<file path="src/swmc_pkg.sv">
package swmc_pkg;
  // Status doubleword bit positions, bit 0 is the most significant bit
  // of the first word as printed; stored here as index 63-n.
  localparam int POS_PRIVILEGED_STATE      = 0;
  localparam int POS_CC_LO     = 1;
  localparam int POS_CC_HI     = 4;
  localparam int POS_LONG_IDX  = 5;
  localparam int POS_PREV_RH   = 6;
  localparam int POS_TRAPMASK  = 7;
  localparam int POS_DW_MODE   = 8;
  localparam int POS_XLAT_ON   = 9;
  localparam int POS_PC_LO     = 10;
  localparam int POS_ADDR_LO   = 13;
  localparam int POS_PC_HI     = 29;
  localparam int POS_NEXT_RH   = 30;
  localparam int POS_BLOCKED   = 31;
  localparam int POS_GRAN_LO   = 32;
  localparam int POS_BASE_PROCESS_INDEX_LO   = 34;
  localparam int POS_BASE_PROCESS_INDEX_HI   = 45;
  localparam int POS_RETAIN    = 47;
  localparam int POS_INT_LO    = 48;
  localparam int POS_CURRENT_PROCESS_INDEX_LO   = 50;
  localparam int POS_CURRENT_PROCESS_INDEX_HI   = 61;

  localparam int MAP_ENTRIES   = 32;
  localparam int PROT_REGS     = 16;
  localparam int PROT_PAGES    = 256;
  localparam int PAGE_WORDS    = 512;
  localparam int BLOCK_BYTES   = 32768;
  localparam int ADDR_W        = 24;
  localparam int SDC_W         = 6;

  // Byte address of the scratchpad cell holding the process list base
  localparam logic [7:0]  SCRATCH_CELL   = 8'h83;
  localparam logic [23:0] PL_BASE_RESET  = 24'h00_0000;
  localparam logic [31:0] SW1_RESET      = 32'h0000_0000;
  localparam logic [31:0] SW2_RESET      = 32'h0000_0000;
  // Map entry layout: bit 15 valid, bit 14 write protect, 11:0 page
  localparam int ENT_VALID = 15;
  localparam int ENT_PROT  = 14;

  typedef enum logic [1:0] {
    SWMC_LD_PLAIN,
    SWMC_LD_CHANGE,
    SWMC_LD_OTHER
  } swmc_load_e;

  typedef struct packed {
    logic        valid;
    logic [23:0] addr;
    logic        is_write;
  } swmc_mreq_s;

  typedef struct packed {
    logic        gt;
    logic        lt;
    logic        eq;
    logic        aexc;
  } swmc_cc_s;

  function automatic logic [5:0] swmc_bit(input int n);
    return 6'(63 - n);
  endfunction : swmc_bit
endpackage : swmc_pkg

</file>
<file path="src/swmc_top.sv">
// Summary of operation
// Mapped mode write protects each 32 KB logical block via its map entry.
// Unmapped mode protects 512-word pages from sixteen 16-bit registers; code covers only the low 128 KB, so only registers 0-3 take effect.
// Privileged state overrides all write protection.
// Branches write their effective address into bits 13-30.
// Indirect branches also copy indirect word bits 1-4 to the flags.
// Bit 0 is the privileged flag, one means privileged.
// Bits 1-4 hold condition flags one through four.
// Bit 5 is long indexing, bit 7 enables arithmetic exception trap.
// Bit 30 marks next right half; saved word bit 6 records it.
// Bits 8, 9 and 31 appear only in the displayed word.
// Program counter bits 10-29; bits 10-12 are zero.
// Bits 32-33 zero means unmapped, otherwise mapped.
// Bits 34-46 give base process index, bit 46 ignored.
// Bit 47 in a new word keeps the map contents.
// Bits 48-49: unblocked, blocked, or keep present blocking.
// Bits 50-63 give current process index, bits 62-63 ignored.
// Most instructions store flags: exception, above, below, equal zero.
// Reset loads scratchpad cell with the 24-bit process list base.
// Software process entries hold descriptor list address and 6-bit count.
// Unmapped load leaves map untouched and inactive, beating change load.
// Plain load only reactivates the map without reloading.
// Other loads rebuild map entries from page 0 upward, at most 32.
// Rebuild appends each segment's pages until the count is spent.
// Borrow flag takes first descriptor from base list, rest current.
// Unprivileged write to protected area is blocked and flagged.
module swmc_top (
  // Clock and reset
  input  wire logic                 clk,
  input  wire logic                 rst_n,
  // New status doubleword load
  input  wire logic                 ld_valid,
  input  wire swmc_pkg::swmc_load_e ld_kind,
  input  wire logic [63:0]          ld_word,
  // Branch update
  input  wire logic                 br_valid,
  input  wire logic [17:0]          br_addr,
  input  wire logic                 br_indirect,
  input  wire logic [3:0]           br_ind_cc,
  // Instruction completion
  input  wire logic                 cc_valid,
  input  wire swmc_pkg::swmc_cc_s   cc_in,
  input  wire logic                 next_rh_in,
  input  wire logic                 ext_arith_exc,
  // Saved word request
  input  wire logic                 sav_req,
  // Page protect register write
  input  wire logic                 pp_we,
  input  wire logic [3:0]           pp_idx,
  input  wire logic [15:0]          pp_data,
  // Scratchpad write of process list base
  input  wire logic                 pl_base_we,
  input  wire logic [23:0]          pl_base_in,
  // Table memory read port
  output swmc_pkg::swmc_mreq_s      mem_req,
  input  wire logic                 mem_ack,
  input  wire logic [31:0]          mem_rdata,
  // Protection check
  input  wire logic                 wr_req,
  input  wire logic [23:0]          wr_addr,
  output logic                      wr_allow,
  output logic                      wr_violate,
  // Status view
  output logic [63:0]               disp_word,
  output logic [63:0]               saved_word,
  output logic                      xlat_active,
  output logic                      rebuild_busy,
  output logic                      arith_trap,
  output logic [15:0]               map_rdata,
  input  wire logic [4:0]           map_ridx
);
  typedef enum logic [2:0] {
    S_IDLE, S_CTRL, S_SDESC, S_IMAGE, S_FILL
  } swmc_st_e;

  logic [63:0] psd_q;
  logic        blocked_q;
  logic        xlat_on_q;
  logic [23:0] pl_base_q;
  logic [15:0] pp_q [swmc_pkg::PROT_REGS];
  logic [15:0] map_q [swmc_pkg::MAP_ENTRIES];
  logic [63:0] saved_q;
  swmc_st_e    st_q;
  logic [5:0]  seg_left_q;
  logic [23:0] sdl_ptr_q;
  logic [23:0] img_ptr_q;
  logic [5:0]  pg_left_q;
  logic [5:0]  fill_q;
  logic        borrow_q;
  logic        use_base_q;
  logic        half_q;
  logic [31:0] img_q;
  logic        arith_trap_q;

  // Map a printed bit number to the vector index
  function automatic logic [5:0] bp(input int n);
    return swmc_pkg::swmc_bit(n);
  endfunction : bp

  wire logic mapped = psd_q[bp(swmc_pkg::POS_GRAN_LO)] |
                      psd_q[bp(swmc_pkg::POS_GRAN_LO+1)];
  wire logic privileged_state   = psd_q[bp(swmc_pkg::POS_PRIVILEGED_STATE)];
  wire logic new_mapped = ld_word[bp(swmc_pkg::POS_GRAN_LO)] |
                          ld_word[bp(swmc_pkg::POS_GRAN_LO+1)];
  wire logic [11:0] base_process_index = psd_q[bp(swmc_pkg::POS_BASE_PROCESS_INDEX_LO):
                                 bp(swmc_pkg::POS_BASE_PROCESS_INDEX_HI)];
  wire logic [11:0] current_process_index = psd_q[bp(swmc_pkg::POS_CURRENT_PROCESS_INDEX_LO):
                                 bp(swmc_pkg::POS_CURRENT_PROCESS_INDEX_HI)];
  wire logic start_rebuild = ld_valid && st_q == S_IDLE && new_mapped &&
    ld_kind != swmc_pkg::SWMC_LD_PLAIN &&
    !ld_word[bp(swmc_pkg::POS_RETAIN)];
  // Rebuild ends on the last page, on a full map or on an empty chain;
  // odd page counts end on an even half, so half_q cannot mark the end
  wire logic walk_end =
    (st_q == S_FILL && ((fill_q == 6'd31 && pg_left_q != 6'd0) ||
      (pg_left_q <= 6'd1 && seg_left_q == 6'd0))) ||
    (st_q == S_CTRL && mem_ack && !use_base_q && !mem_rdata[31] &&
      mem_rdata[29:24] == 6'd0);

  // Program status doubleword
  always_ff @(posedge clk or negedge rst_n) begin
    if (!rst_n) begin
      psd_q <= {swmc_pkg::SW1_RESET, swmc_pkg::SW2_RESET};
    end else if (ld_valid && st_q == S_IDLE) begin
      psd_q <= ld_word;
      psd_q[bp(swmc_pkg::POS_PC_LO):bp(swmc_pkg::POS_ADDR_LO-1)] <= 3'b000;
      psd_q[bp(swmc_pkg::POS_DW_MODE)] <= 1'b0;
      psd_q[bp(swmc_pkg::POS_XLAT_ON)] <= 1'b0;
      psd_q[bp(swmc_pkg::POS_BLOCKED)] <= 1'b0;
      psd_q[bp(swmc_pkg::POS_PREV_RH)] <= 1'b0;
    end else if (br_valid) begin
      psd_q[bp(swmc_pkg::POS_ADDR_LO):bp(swmc_pkg::POS_NEXT_RH)] <= br_addr;
      if (br_indirect) begin
        psd_q[bp(swmc_pkg::POS_CC_LO):bp(swmc_pkg::POS_CC_HI)] <= br_ind_cc;
      end
    end else if (cc_valid) begin
      psd_q[bp(1)] <= cc_in.aexc;
      psd_q[bp(2)] <= cc_in.gt;
      psd_q[bp(3)] <= cc_in.lt;
      psd_q[bp(4)] <= cc_in.eq;
      psd_q[bp(swmc_pkg::POS_NEXT_RH)] <= next_rh_in;
    end
  end

  // Interrupt blocking state
  always_ff @(posedge clk or negedge rst_n) begin
    if (!rst_n) begin
      blocked_q <= 1'b0;
    end else if (ld_valid && st_q == S_IDLE &&
                 !ld_word[bp(swmc_pkg::POS_INT_LO)]) begin
      blocked_q <= ld_word[bp(swmc_pkg::POS_INT_LO+1)];
    end
  end

  // Translation active flag
  always_ff @(posedge clk or negedge rst_n) begin
    if (!rst_n) begin
      xlat_on_q <= 1'b0;
    end else if (ld_valid && st_q == S_IDLE) begin
      // Unmapped wins over any load kind; rebuild enables on completion
      xlat_on_q <= new_mapped && !start_rebuild;
    end else if (walk_end) begin
      xlat_on_q <= 1'b1;
    end
  end

  // Arithmetic exception trap, raised only when masked on
  always_ff @(posedge clk or negedge rst_n) begin
    if (!rst_n) begin
      arith_trap_q <= 1'b0;
    end else begin
      arith_trap_q <= ext_arith_exc && psd_q[bp(swmc_pkg::POS_TRAPMASK)];
    end
  end

  // Saved status word keeps the last right-half marker in bit 6
  always_ff @(posedge clk or negedge rst_n) begin
    if (!rst_n) begin
      saved_q <= 64'h0000_0000_0000_0000;
    end else if (sav_req) begin
      saved_q <= psd_q;
      saved_q[bp(swmc_pkg::POS_PREV_RH)] <=
        psd_q[bp(swmc_pkg::POS_NEXT_RH)];
    end
  end

  // Scratchpad cell for the process list base
  always_ff @(posedge clk or negedge rst_n) begin
    if (!rst_n) begin
      pl_base_q <= swmc_pkg::PL_BASE_RESET;
    end else if (pl_base_we) begin
      pl_base_q <= pl_base_in;
    end
  end

  // Page protect registers
  generate
    for (genvar g = 0; g < swmc_pkg::PROT_REGS; g++) begin : g_pp
      always_ff @(posedge clk or negedge rst_n) begin
        if (!rst_n) begin
          pp_q[g] <= 16'h0000;
        end else if (pp_we && pp_idx == 4'(g)) begin
          pp_q[g] <= pp_data;
        end
      end
    end
  endgenerate

  // Table walk; entry fields: bit 31 borrow, 29:24 count, 23:0 pointer
  wire logic [23:0] idx_addr = pl_base_q +
    {10'h000, (use_base_q ? base_process_index : current_process_index), 2'b00};
  always_comb begin
    mem_req = '0;
    unique case (st_q)
      S_CTRL:  mem_req = '{valid: 1'b1, addr: idx_addr, is_write: 1'b0};
      S_SDESC: mem_req = '{valid: 1'b1, addr: sdl_ptr_q, is_write: 1'b0};
      S_IMAGE: mem_req = '{valid: 1'b1, addr: img_ptr_q, is_write: 1'b0};
      default: mem_req = '0;
    endcase
  end

  always_ff @(posedge clk or negedge rst_n) begin
    if (!rst_n) begin
      st_q       <= S_IDLE;
      seg_left_q <= 6'd0;
      sdl_ptr_q  <= 24'h00_0000;
      img_ptr_q  <= 24'h00_0000;
      pg_left_q  <= 6'd0;
      fill_q     <= 6'd0;
      borrow_q   <= 1'b0;
      use_base_q <= 1'b0;
      half_q     <= 1'b0;
      img_q      <= 32'h0000_0000;
    end else begin
      unique case (st_q)
        S_IDLE: begin
          if (start_rebuild) begin
            st_q       <= S_CTRL;
            fill_q     <= 6'd0;
            use_base_q <= 1'b0;
          end
        end
        S_CTRL: if (mem_ack) begin
          if (!use_base_q && mem_rdata[31]) begin
            // Borrow: first descriptor from base list, count from current
            borrow_q   <= 1'b1;
            seg_left_q <= mem_rdata[29:24] - 6'd1;
            sdl_ptr_q  <= mem_rdata[23:0];
            use_base_q <= 1'b1;
          end else if (use_base_q) begin
            // Base list supplies its first descriptor
            st_q      <= S_SDESC;
            img_ptr_q <= sdl_ptr_q;
            sdl_ptr_q <= mem_rdata[23:0];
          end else begin
            borrow_q   <= 1'b0;
            seg_left_q <= mem_rdata[29:24];
            sdl_ptr_q  <= mem_rdata[23:0];
            st_q       <= (mem_rdata[29:24] == 6'd0) ? S_IDLE : S_SDESC;
          end
        end
        S_SDESC: if (mem_ack) begin
          pg_left_q <= mem_rdata[29:24];
          img_ptr_q <= mem_rdata[23:0];
          if (use_base_q) begin
            sdl_ptr_q  <= img_ptr_q;
            use_base_q <= 1'b0;
          end else begin
            sdl_ptr_q  <= sdl_ptr_q + 24'd4;
            seg_left_q <= seg_left_q - 6'd1;
          end
          half_q <= 1'b0;
          st_q   <= (mem_rdata[29:24] == 6'd0) ? S_FILL : S_IMAGE;
        end
        S_IMAGE: if (mem_ack) begin
          img_q     <= mem_rdata;
          img_ptr_q <= img_ptr_q + 24'd4;
          st_q      <= S_FILL;
        end
        S_FILL: begin
          // One halfword page entry per cycle, even half first
          if (pg_left_q != 6'd0) begin
            fill_q    <= fill_q + 6'd1;
            pg_left_q <= pg_left_q - 6'd1;
            half_q    <= !half_q;
          end
          if (fill_q == 6'd31 && pg_left_q != 6'd0) begin
            st_q <= S_IDLE;
          end else if (pg_left_q <= 6'd1) begin
            st_q <= (seg_left_q == 6'd0) ? S_IDLE : S_SDESC;
          end else if (half_q) begin
            st_q <= S_IMAGE;
          end
        end
        default: st_q <= S_IDLE;
      endcase
    end
  end

  // Map RAM; entries past a short segment chain are left as they were
  generate
    for (genvar m = 0; m < swmc_pkg::MAP_ENTRIES; m++) begin : g_map
      always_ff @(posedge clk or negedge rst_n) begin
        if (!rst_n) begin
          map_q[m] <= 16'h0000;
        end else if (st_q == S_FILL && pg_left_q != 6'd0 &&
                     fill_q == 6'(m)) begin
          map_q[m] <= half_q ? img_q[15:0] : img_q[31:16];
        end
      end
    end
  endgenerate

  logic [31:0]  map_prot;
  logic [255:0] page_prot;
  always_comb begin
    for (int i = 0; i < swmc_pkg::MAP_ENTRIES; i++) begin
      map_prot[i] = map_q[i][swmc_pkg::ENT_PROT];
    end
    for (int j = 0; j < swmc_pkg::PROT_REGS; j++) begin
      page_prot[j*16 +: 16] = pp_q[j];
    end
  end

  swmc_prot u_prot (
    .wr_req     (wr_req),
    .byte_addr  (wr_addr),
    .mapped     (xlat_on_q && mapped),
    .privileged (privileged_state),
    .map_prot   (map_prot),
    .page_prot  (page_prot),
    .wr_allow   (wr_allow),
    .wr_violate (wr_violate)
  );

  // Displayed word carries mode flags that the stored word does not
  always_comb begin
    disp_word = psd_q;
    disp_word[bp(swmc_pkg::POS_DW_MODE)] = 1'b1;
    disp_word[bp(swmc_pkg::POS_XLAT_ON)] = xlat_on_q;
    disp_word[bp(swmc_pkg::POS_BLOCKED)] = blocked_q;
  end

  assign saved_word   = saved_q;
  assign xlat_active  = xlat_on_q;
  assign rebuild_busy = st_q != S_IDLE;
  assign arith_trap   = arith_trap_q;
  assign map_rdata    = map_q[map_ridx];

  property p_privileged_state_override;
    @(posedge clk) disable iff (!rst_n)
      (wr_req && privileged_state) |-> wr_allow;
  endproperty
  a_privileged_state_override: assert property (p_privileged_state_override)
    else $error("privileged write blocked");

  property p_branch_pc;
    @(posedge clk) disable iff (!rst_n)
      (br_valid && !(ld_valid && st_q == S_IDLE)) |=>
        psd_q[bp(13):bp(30)] == $past(br_addr);
  endproperty
  a_branch_pc: assert property (p_branch_pc)
    else $error("branch address not stored");

  property p_unmapped_load;
    @(posedge clk) disable iff (!rst_n)
      (ld_valid && st_q == S_IDLE && !new_mapped) |=>
        !xlat_on_q && st_q == S_IDLE;
  endproperty
  a_unmapped_load: assert property (p_unmapped_load)
    else $error("unmapped load touched map");

  property p_plain_load;
    @(posedge clk) disable iff (!rst_n)
      (ld_valid && st_q == S_IDLE && new_mapped &&
       ld_kind == swmc_pkg::SWMC_LD_PLAIN) |=> xlat_on_q && st_q == S_IDLE;
  endproperty
  a_plain_load: assert property (p_plain_load)
    else $error("plain load did not just reactivate");

  property p_rebuild_start;
    @(posedge clk) disable iff (!rst_n)
      start_rebuild |=> st_q == S_CTRL && fill_q == 6'd0 && !xlat_on_q;
  endproperty
  a_rebuild_start: assert property (p_rebuild_start)
    else $error("rebuild did not start at page 0");

  property p_violate;
    @(posedge clk) disable iff (!rst_n)
      wr_violate |-> !wr_allow && !privileged_state;
  endproperty
  a_violate: assert property (p_violate)
    else $error("violation with write allowed");

  property p_trap_mask;
    @(posedge clk) disable iff (!rst_n)
      arith_trap |-> $past(psd_q[bp(7)]) && $past(ext_arith_exc);
  endproperty
  a_trap_mask: assert property (p_trap_mask)
    else $error("trap raised while masked");

  property p_pc_reserved;
    @(posedge clk) disable iff (!rst_n)
      $rose(ld_valid && st_q == S_IDLE) |=> psd_q[bp(10):bp(12)] == 3'b000;
  endproperty
  a_pc_reserved: assert property (p_pc_reserved)
    else $error("reserved pc bits nonzero");

  property p_block_keep;
    @(posedge clk) disable iff (!rst_n)
      (ld_valid && st_q == S_IDLE && ld_word[bp(48)]) |=> $stable(blocked_q);
  endproperty
  a_block_keep: assert property (p_block_keep)
    else $error("blocking state not retained");
endmodule : swmc_top

</file>
<file path="src/swmc_prot.sv">
// Write-protect decision for one access in mapped or unmapped mode
module swmc_prot (
  // Access
  input  wire logic        wr_req,
  input  wire logic [23:0] byte_addr,
  input  wire logic        mapped,
  input  wire logic        privileged,
  // Protect sources
  input  wire logic [31:0] map_prot,
  input  wire logic [255:0] page_prot,
  // Result
  output logic             wr_allow,
  output logic             wr_violate
);
  logic prot_hit;
  always_comb begin
    prot_hit = 1'b0;
    if (mapped) begin
      // 32 KB block index from the 19-bit logical address plus extended bit
      prot_hit = map_prot[byte_addr[19:15]];
    end else if (byte_addr[23:17] == 7'h00) begin
      // 512-word pages of 2 KB; only the low 32K words (128 KB) are coverable
      prot_hit = page_prot[byte_addr[18:11]];
    end
    wr_allow   = wr_req && (!prot_hit || privileged);
    wr_violate = wr_req && prot_hit && !privileged;
  end
endmodule : swmc_prot

</file>
<file path="config.mk">
export PLATFORM = sky130hd
export DESIGN_NAME = swmc_top
export DESIGN_NICKNAME = d
export VERILOG_FILES = /design/src/swmc_pkg.sv /design/src/swmc_top.sv /design/src/swmc_prot.sv
export SDC_FILE = /design/constraint.sdc
export NUM_CORES = 2
export LEC_CHECK = 0
export ABC_AREA = 1
export BUFFER_PORTS_ARGS = -buffer_cell sky130_fd_sc_hd__buf_2
export CAP_MARGIN = 20
export CORE_ASPECT_RATIO = 0.7
export CORE_UTILIZATION = 30
export DETAILED_ROUTE_END_ITERATION = 7
export PLACE_DENSITY = 0.54
export SLEW_MARGIN = 20
export SYNTH_ARGS = -nofsm -noshare
export SYNTH_HDL_FRONTEND = slang
export SYNTH_HIERARCHICAL = 1
export SYNTH_SLANG_ARGS = --single-unit
</file>
<file path="constraint.sdc">
create_clock -name clk -period 8 [get_ports clk]
set_input_delay 1.2 -clock clk [delete_from_list [all_inputs] [get_ports clk]]
set_output_delay 1.2 -clock clk [all_outputs]
set_load 0.02 [all_outputs]
</file>
### After elaboration in Yosys (flattened, before gate mapping)

Index checks and enable logic that the tools add are counted.

* register bits: 1013
* bits of input ports: 210
* output and inout bits: 175

* $add $sub $neg: 7
* $lt $le $gt $ge: 4
* equal/unequal tests: 62
* muxes and demuxes: 63
* bitwise operators: 3
* reductions and logical operators: 105

Operators with widths (number)
* $mux 24: 7
* $eq 6x5->1 const B: 16
* $bmux 16 s5: 1
* $pmux 26 s3: 1
* $pmux 24 s3: 1
* $logic_and 1x1->1: 68
* $mux 6: 9
* $add 24x3->24 const B: 2
* $eq 6x4->1 const B: 8
* $mux 16: 3
* $pmux 24 s2: 1
* $pmux 6 s2: 3
* $eq 4x4->1 const B: 8
* $mux 3: 9
* $add 24x14->24: 1
* $eq 6x3->1 const B: 4
* $logic_not 6->1: 3
* $mux 18: 1
* $sub 6x1->6 const B: 3
* $mux 17: 1
* $eq 4x3->1 const B: 4
* $mux 4: 4
* $ne 2x2->1 const B: 8
* $pmux 3 s5: 1
* other kinds (37): 77

### Logic depth before layout (Yosys ltp)

* depth in word-level cells: 8
* mapped depth: 17
* depth with buffers taken out: 15

### Cells and area by module

Netlist, hierarchy kept.

By module, submodules not included
* swmc_top: instances 1, cells an instance 5518, area each 46284.4 um2, seq. area each 25324.3 um2
* swmc_prot: instances 1, cells an instance 366, area each 1666.6 um2, seq. area each 0.0 um2

### Worst setup path before layout

Ideal clock, no wire load.

* path kind: flip-flop to output port
* from: register use_base_q
* to: output mem_req[16] (netlist bit)
* data arrival time: 2.741 ns
* data required time: 6.800 ns
* slack: 4.059 ns
* cell stages (with the launch flop): 15
* buffers on the path: 3
* cell sequence: dfrtp_1 -> clkbuf_1 -> clkbuf_1 -> buf_1 -> nand2_1 -> nand2_1 -> ha_1 -> nand2_1 -> nand2_1 -> nand3b_1 -> nand2_1 -> nand2_1 -> nand2_1 -> nand2_1 -> o21ai_0

RTL lines
* from (decl): RTL line swmc_top.sv:90 `logic use_base_q;`
* from (signal assigned): RTL line swmc_top.sv:231 `use_base_q <= 1'b0;`
* from (signal assigned): RTL line swmc_top.sv:240 `use_base_q <= 1'b0;`
* from (signal assigned): RTL line swmc_top.sv:249 `use_base_q <= 1'b1;`
* to (decl): RTL line swmc_top.sv:55 `output swmc_pkg::swmc_mreq_s mem_req,`

### Final worst setup path

* from: input map_ridx[1]
* to: output map_rdata[8]

* longest elaborated chain between the ends: 4

Ends and longest elaborated chain
* from (decl): RTL line swmc_top.sv:70 `input wire logic [4:0] map_ridx`
* $not 5->6 (not written as such): RTL line swmc_top.sv:348 `assign map_rdata = map_q[map_ridx];`
* $bmux 16 s5: RTL line swmc_top.sv:348
* $mux 16 (not written as such) (2 in series): RTL line swmc_top.sv:348
* to (decl): RTL line swmc_top.sv:69 `output logic [15:0] map_rdata,`

Every way passes these cells. The select of a mux whose other input is x is not followed.

==> metrics.md <==
| Metric | Value |
|---|---|
| Outcome | `finished clean` |
| CP Class | `input port to output port` |
| R2R cell count | `5` |
| Clk pin slew, worst setup/hold paths | `0.06 ns` |
| Slowest library cell on the worst path | `clkinv_2` |
| Port Buf Inserts | `354` |
| Final net count | `a little under 6000` |
| CP Cell Sequence | `buf_6 > clkinv_2 > buf_4 > nand3_1 > nand2_1 > a21oi_1 > o31ai_1 > nand2_1 > nand2_1 > nand2_1 > buf_2` |
| Die W | `about 460 um` |
| CP max stage delay | `around 0.8 ns` |
| Slew Limit Fails | `0` |
| Syn Inst Count | `approximately 5500` |
| Clk_skew | `around 0.04 ns` |
| Final instance area | `49790 sq um` |
| Max rail drop VDD | `between 0.2 and 0.3 mV` |
| Post-route minimum period | `5.496 ns` |
| Initial DRC count | `3694` |
| CP required | `6.80 ns` |
| Initial core utilization | `0.3033` |
| Final Setup Violations | `0` |
| Final cycle utilization of the critical path | `0.6870` |
| Most frequent cells in the layout | `1754 x nand2_1, 883 x dfrtp_1, 648 x o21ai_0, 442 x nand3_1, 351 x buf_2` |
| First-pass GRT wire length | `roughly 220000 um` |
| Setup_tns | `0 ns` |
| Die Area | `146500 sq um` |
| Worst-margin pin slew | `around 1.1 ns` |
| ANT nets after route | `0` |
| I/O pin count | `~390` |
| Post-CTS Setup Bufs | `0` |
| CTS sink cnt | `approximately 880` |
| Post-route setup slack | `around 2.5 ns` |
| Clock buffer count from CTS | `between 90 and 100` |
| Hold/Removal Path Class | `flop to flop` |
| Placed wire-length estimate | `90290 um` |
| Final core occ | `0.3472` |
| Placed cell areas | `46580 sq um` |
| Min-delay src | `map_q[345]` |
| H-tree depth | `3` |
| WHS Path Cells | `2` |
| CP startpoint kind | `input port` |
| Final wirelength | `142600 um` |
| PnR Total Power | `between 15000 and 20000 uW` |
| DR DRC count | `0` |
| Most common cell after layout, fill and taps aside | `nand2_1` |
| Hold EP | `map_q[345]` |
| Die height | `320.6 um` |
| Crit-path most repeated cell | `nand2_1` |
| Syn. warnings | `6` |
| GRT overflow | `0` |
| CTS Hold Bufs | `0` |
| Vias | `around 38000` |
| Critical path fanouts, max | `81` |
| Area growth from synthesis to layout | `14.50%` |
| Vias in the first global route | `35280` |
| Initial antenna violation count | `5` |
| Post_cts resized | `0` |
| R2r setup slk | `4.44 ns` |
| Share of layout cells above drive strength 1 | `0.1311` |
| Highest Clock Rate | `182.0 MHz` |
| RSZ-0062 raised after global routing | `false` |
| CP endpoint kind | `output port` |
| Drt first pass iters | `6` |
| Pre-CTS setup slack | `~2.6 ns` |
| Mapped Area | `43490 sq um` |
| CTS tree | `done` |
| Rel. slew slack | `0.2788` |
| R2R Path End | `img_q[18]` |
| WP data arrival | `4.30 ns` |
| WL per Instance | `approximately 19 um` |
| Syn Area/Cell | `7.959 sq um` |
| Static leakage | `0.02298 uW` |
| RR Startpoint | `st_q[2]` |
| Rows | `116` |
| Core box area | `143400 sq um` |
| Clk Latency, worst-skew pair | `0.71 ns` |
| CTS Root Cell | `clkbuf_16` |
| P per Cell Area | `328.5 nW/um^2` |
| Gr usage total | `0.1919` |
| Global placement routability congestion | `about 0.92` |
| Maximum clock path buffer count | `3` |
| Vias per inst | `4.993` |
| Largest net degree at the start of global routing | `148` |
| Endpoints failing hold | `0` |
| MaxCap Viol Count | `0` |
-- cell type report --
type	instances	area, sq um
Sequential cell	884	22120
Clock buffer	136	2699
Inverter	230	873.3
Clock inverter	34	464.2
Timing Repair Buffer	419	2427
Fill cell	15110	93600
Multi-Input combinational cell	3951	18840
Antenna cell	4	10.01
Tap cell	1888	2362
-- stage by stage --
| stage | hold WS [ns] | std cells |
|---|---|---|
| after floorplan | 0.4478 | 5474 |
| after global routing | 0.4947 | 7546 |
| after detailed placement | 0.4675 | 7371 |
| final | 0.4782 | 7546 |
| after global placement | 0.4609 | 7368 |
| after CTS | 0.4829 | 7541 |
-- routing by layer --
layer / vias up / routed length [um] / GRT usage
li1: 18180 / - / -
met1: 18110 / 68490 / 0.2857
met2: 1208 / 61370 / 0.2855
met3: 176 / 9604 / 0.03417
met4: 0 / 3142 / 0.04646
met5: - / 0 / 0
-- critical path: cells and delay by family --
kind                   cells  cell delay (ns)
buffers and inverters      4             2.06
AND/OR/NAND/NOR            5             0.56
AO/OA/AOI/OAI              2             0.40
-- worst max-delay path by stage --
| stage | start | endpoint | depth (start not counted) |
|---|---|---|---|
| after CTS | map_ridx[1] | map_rdata[8] | 11 |
| after floorplan | use_base_q | mem_req[16] | 14 |
| final | map_ridx[1] | map_rdata[8] | 11 |
| after global placement | map_ridx[1] | map_rdata[4] | 11 |
| after detailed placement | map_ridx[1] | map_rdata[8] | 11 |
| after global routing | map_ridx[1] | map_rdata[5] | 11 |
-- registers in the layout (all words and copies together) (netlist names), 3 cells and up --
register and flops:
map_q 480, page_prot 128, psd_q 57, saved_word 57, img_q 32, map_prot 32
img_ptr_q 24, pl_base_q 24, sdl_ptr_q 24, fill_q 6, pg_left_q 6, seg_left_q 6
st_q 3
-- power by group --
group / switching (uW) / total [uW] / internal (uW)
Sequential: 735 / 6190 / 5450
Clock: 1940 / 4560 / 2620
Combinational: 3880 / 5620 / 1740
Total: 6550 / 16400 / 9810
Note: power is estimated with default switching activity, not from simulation.
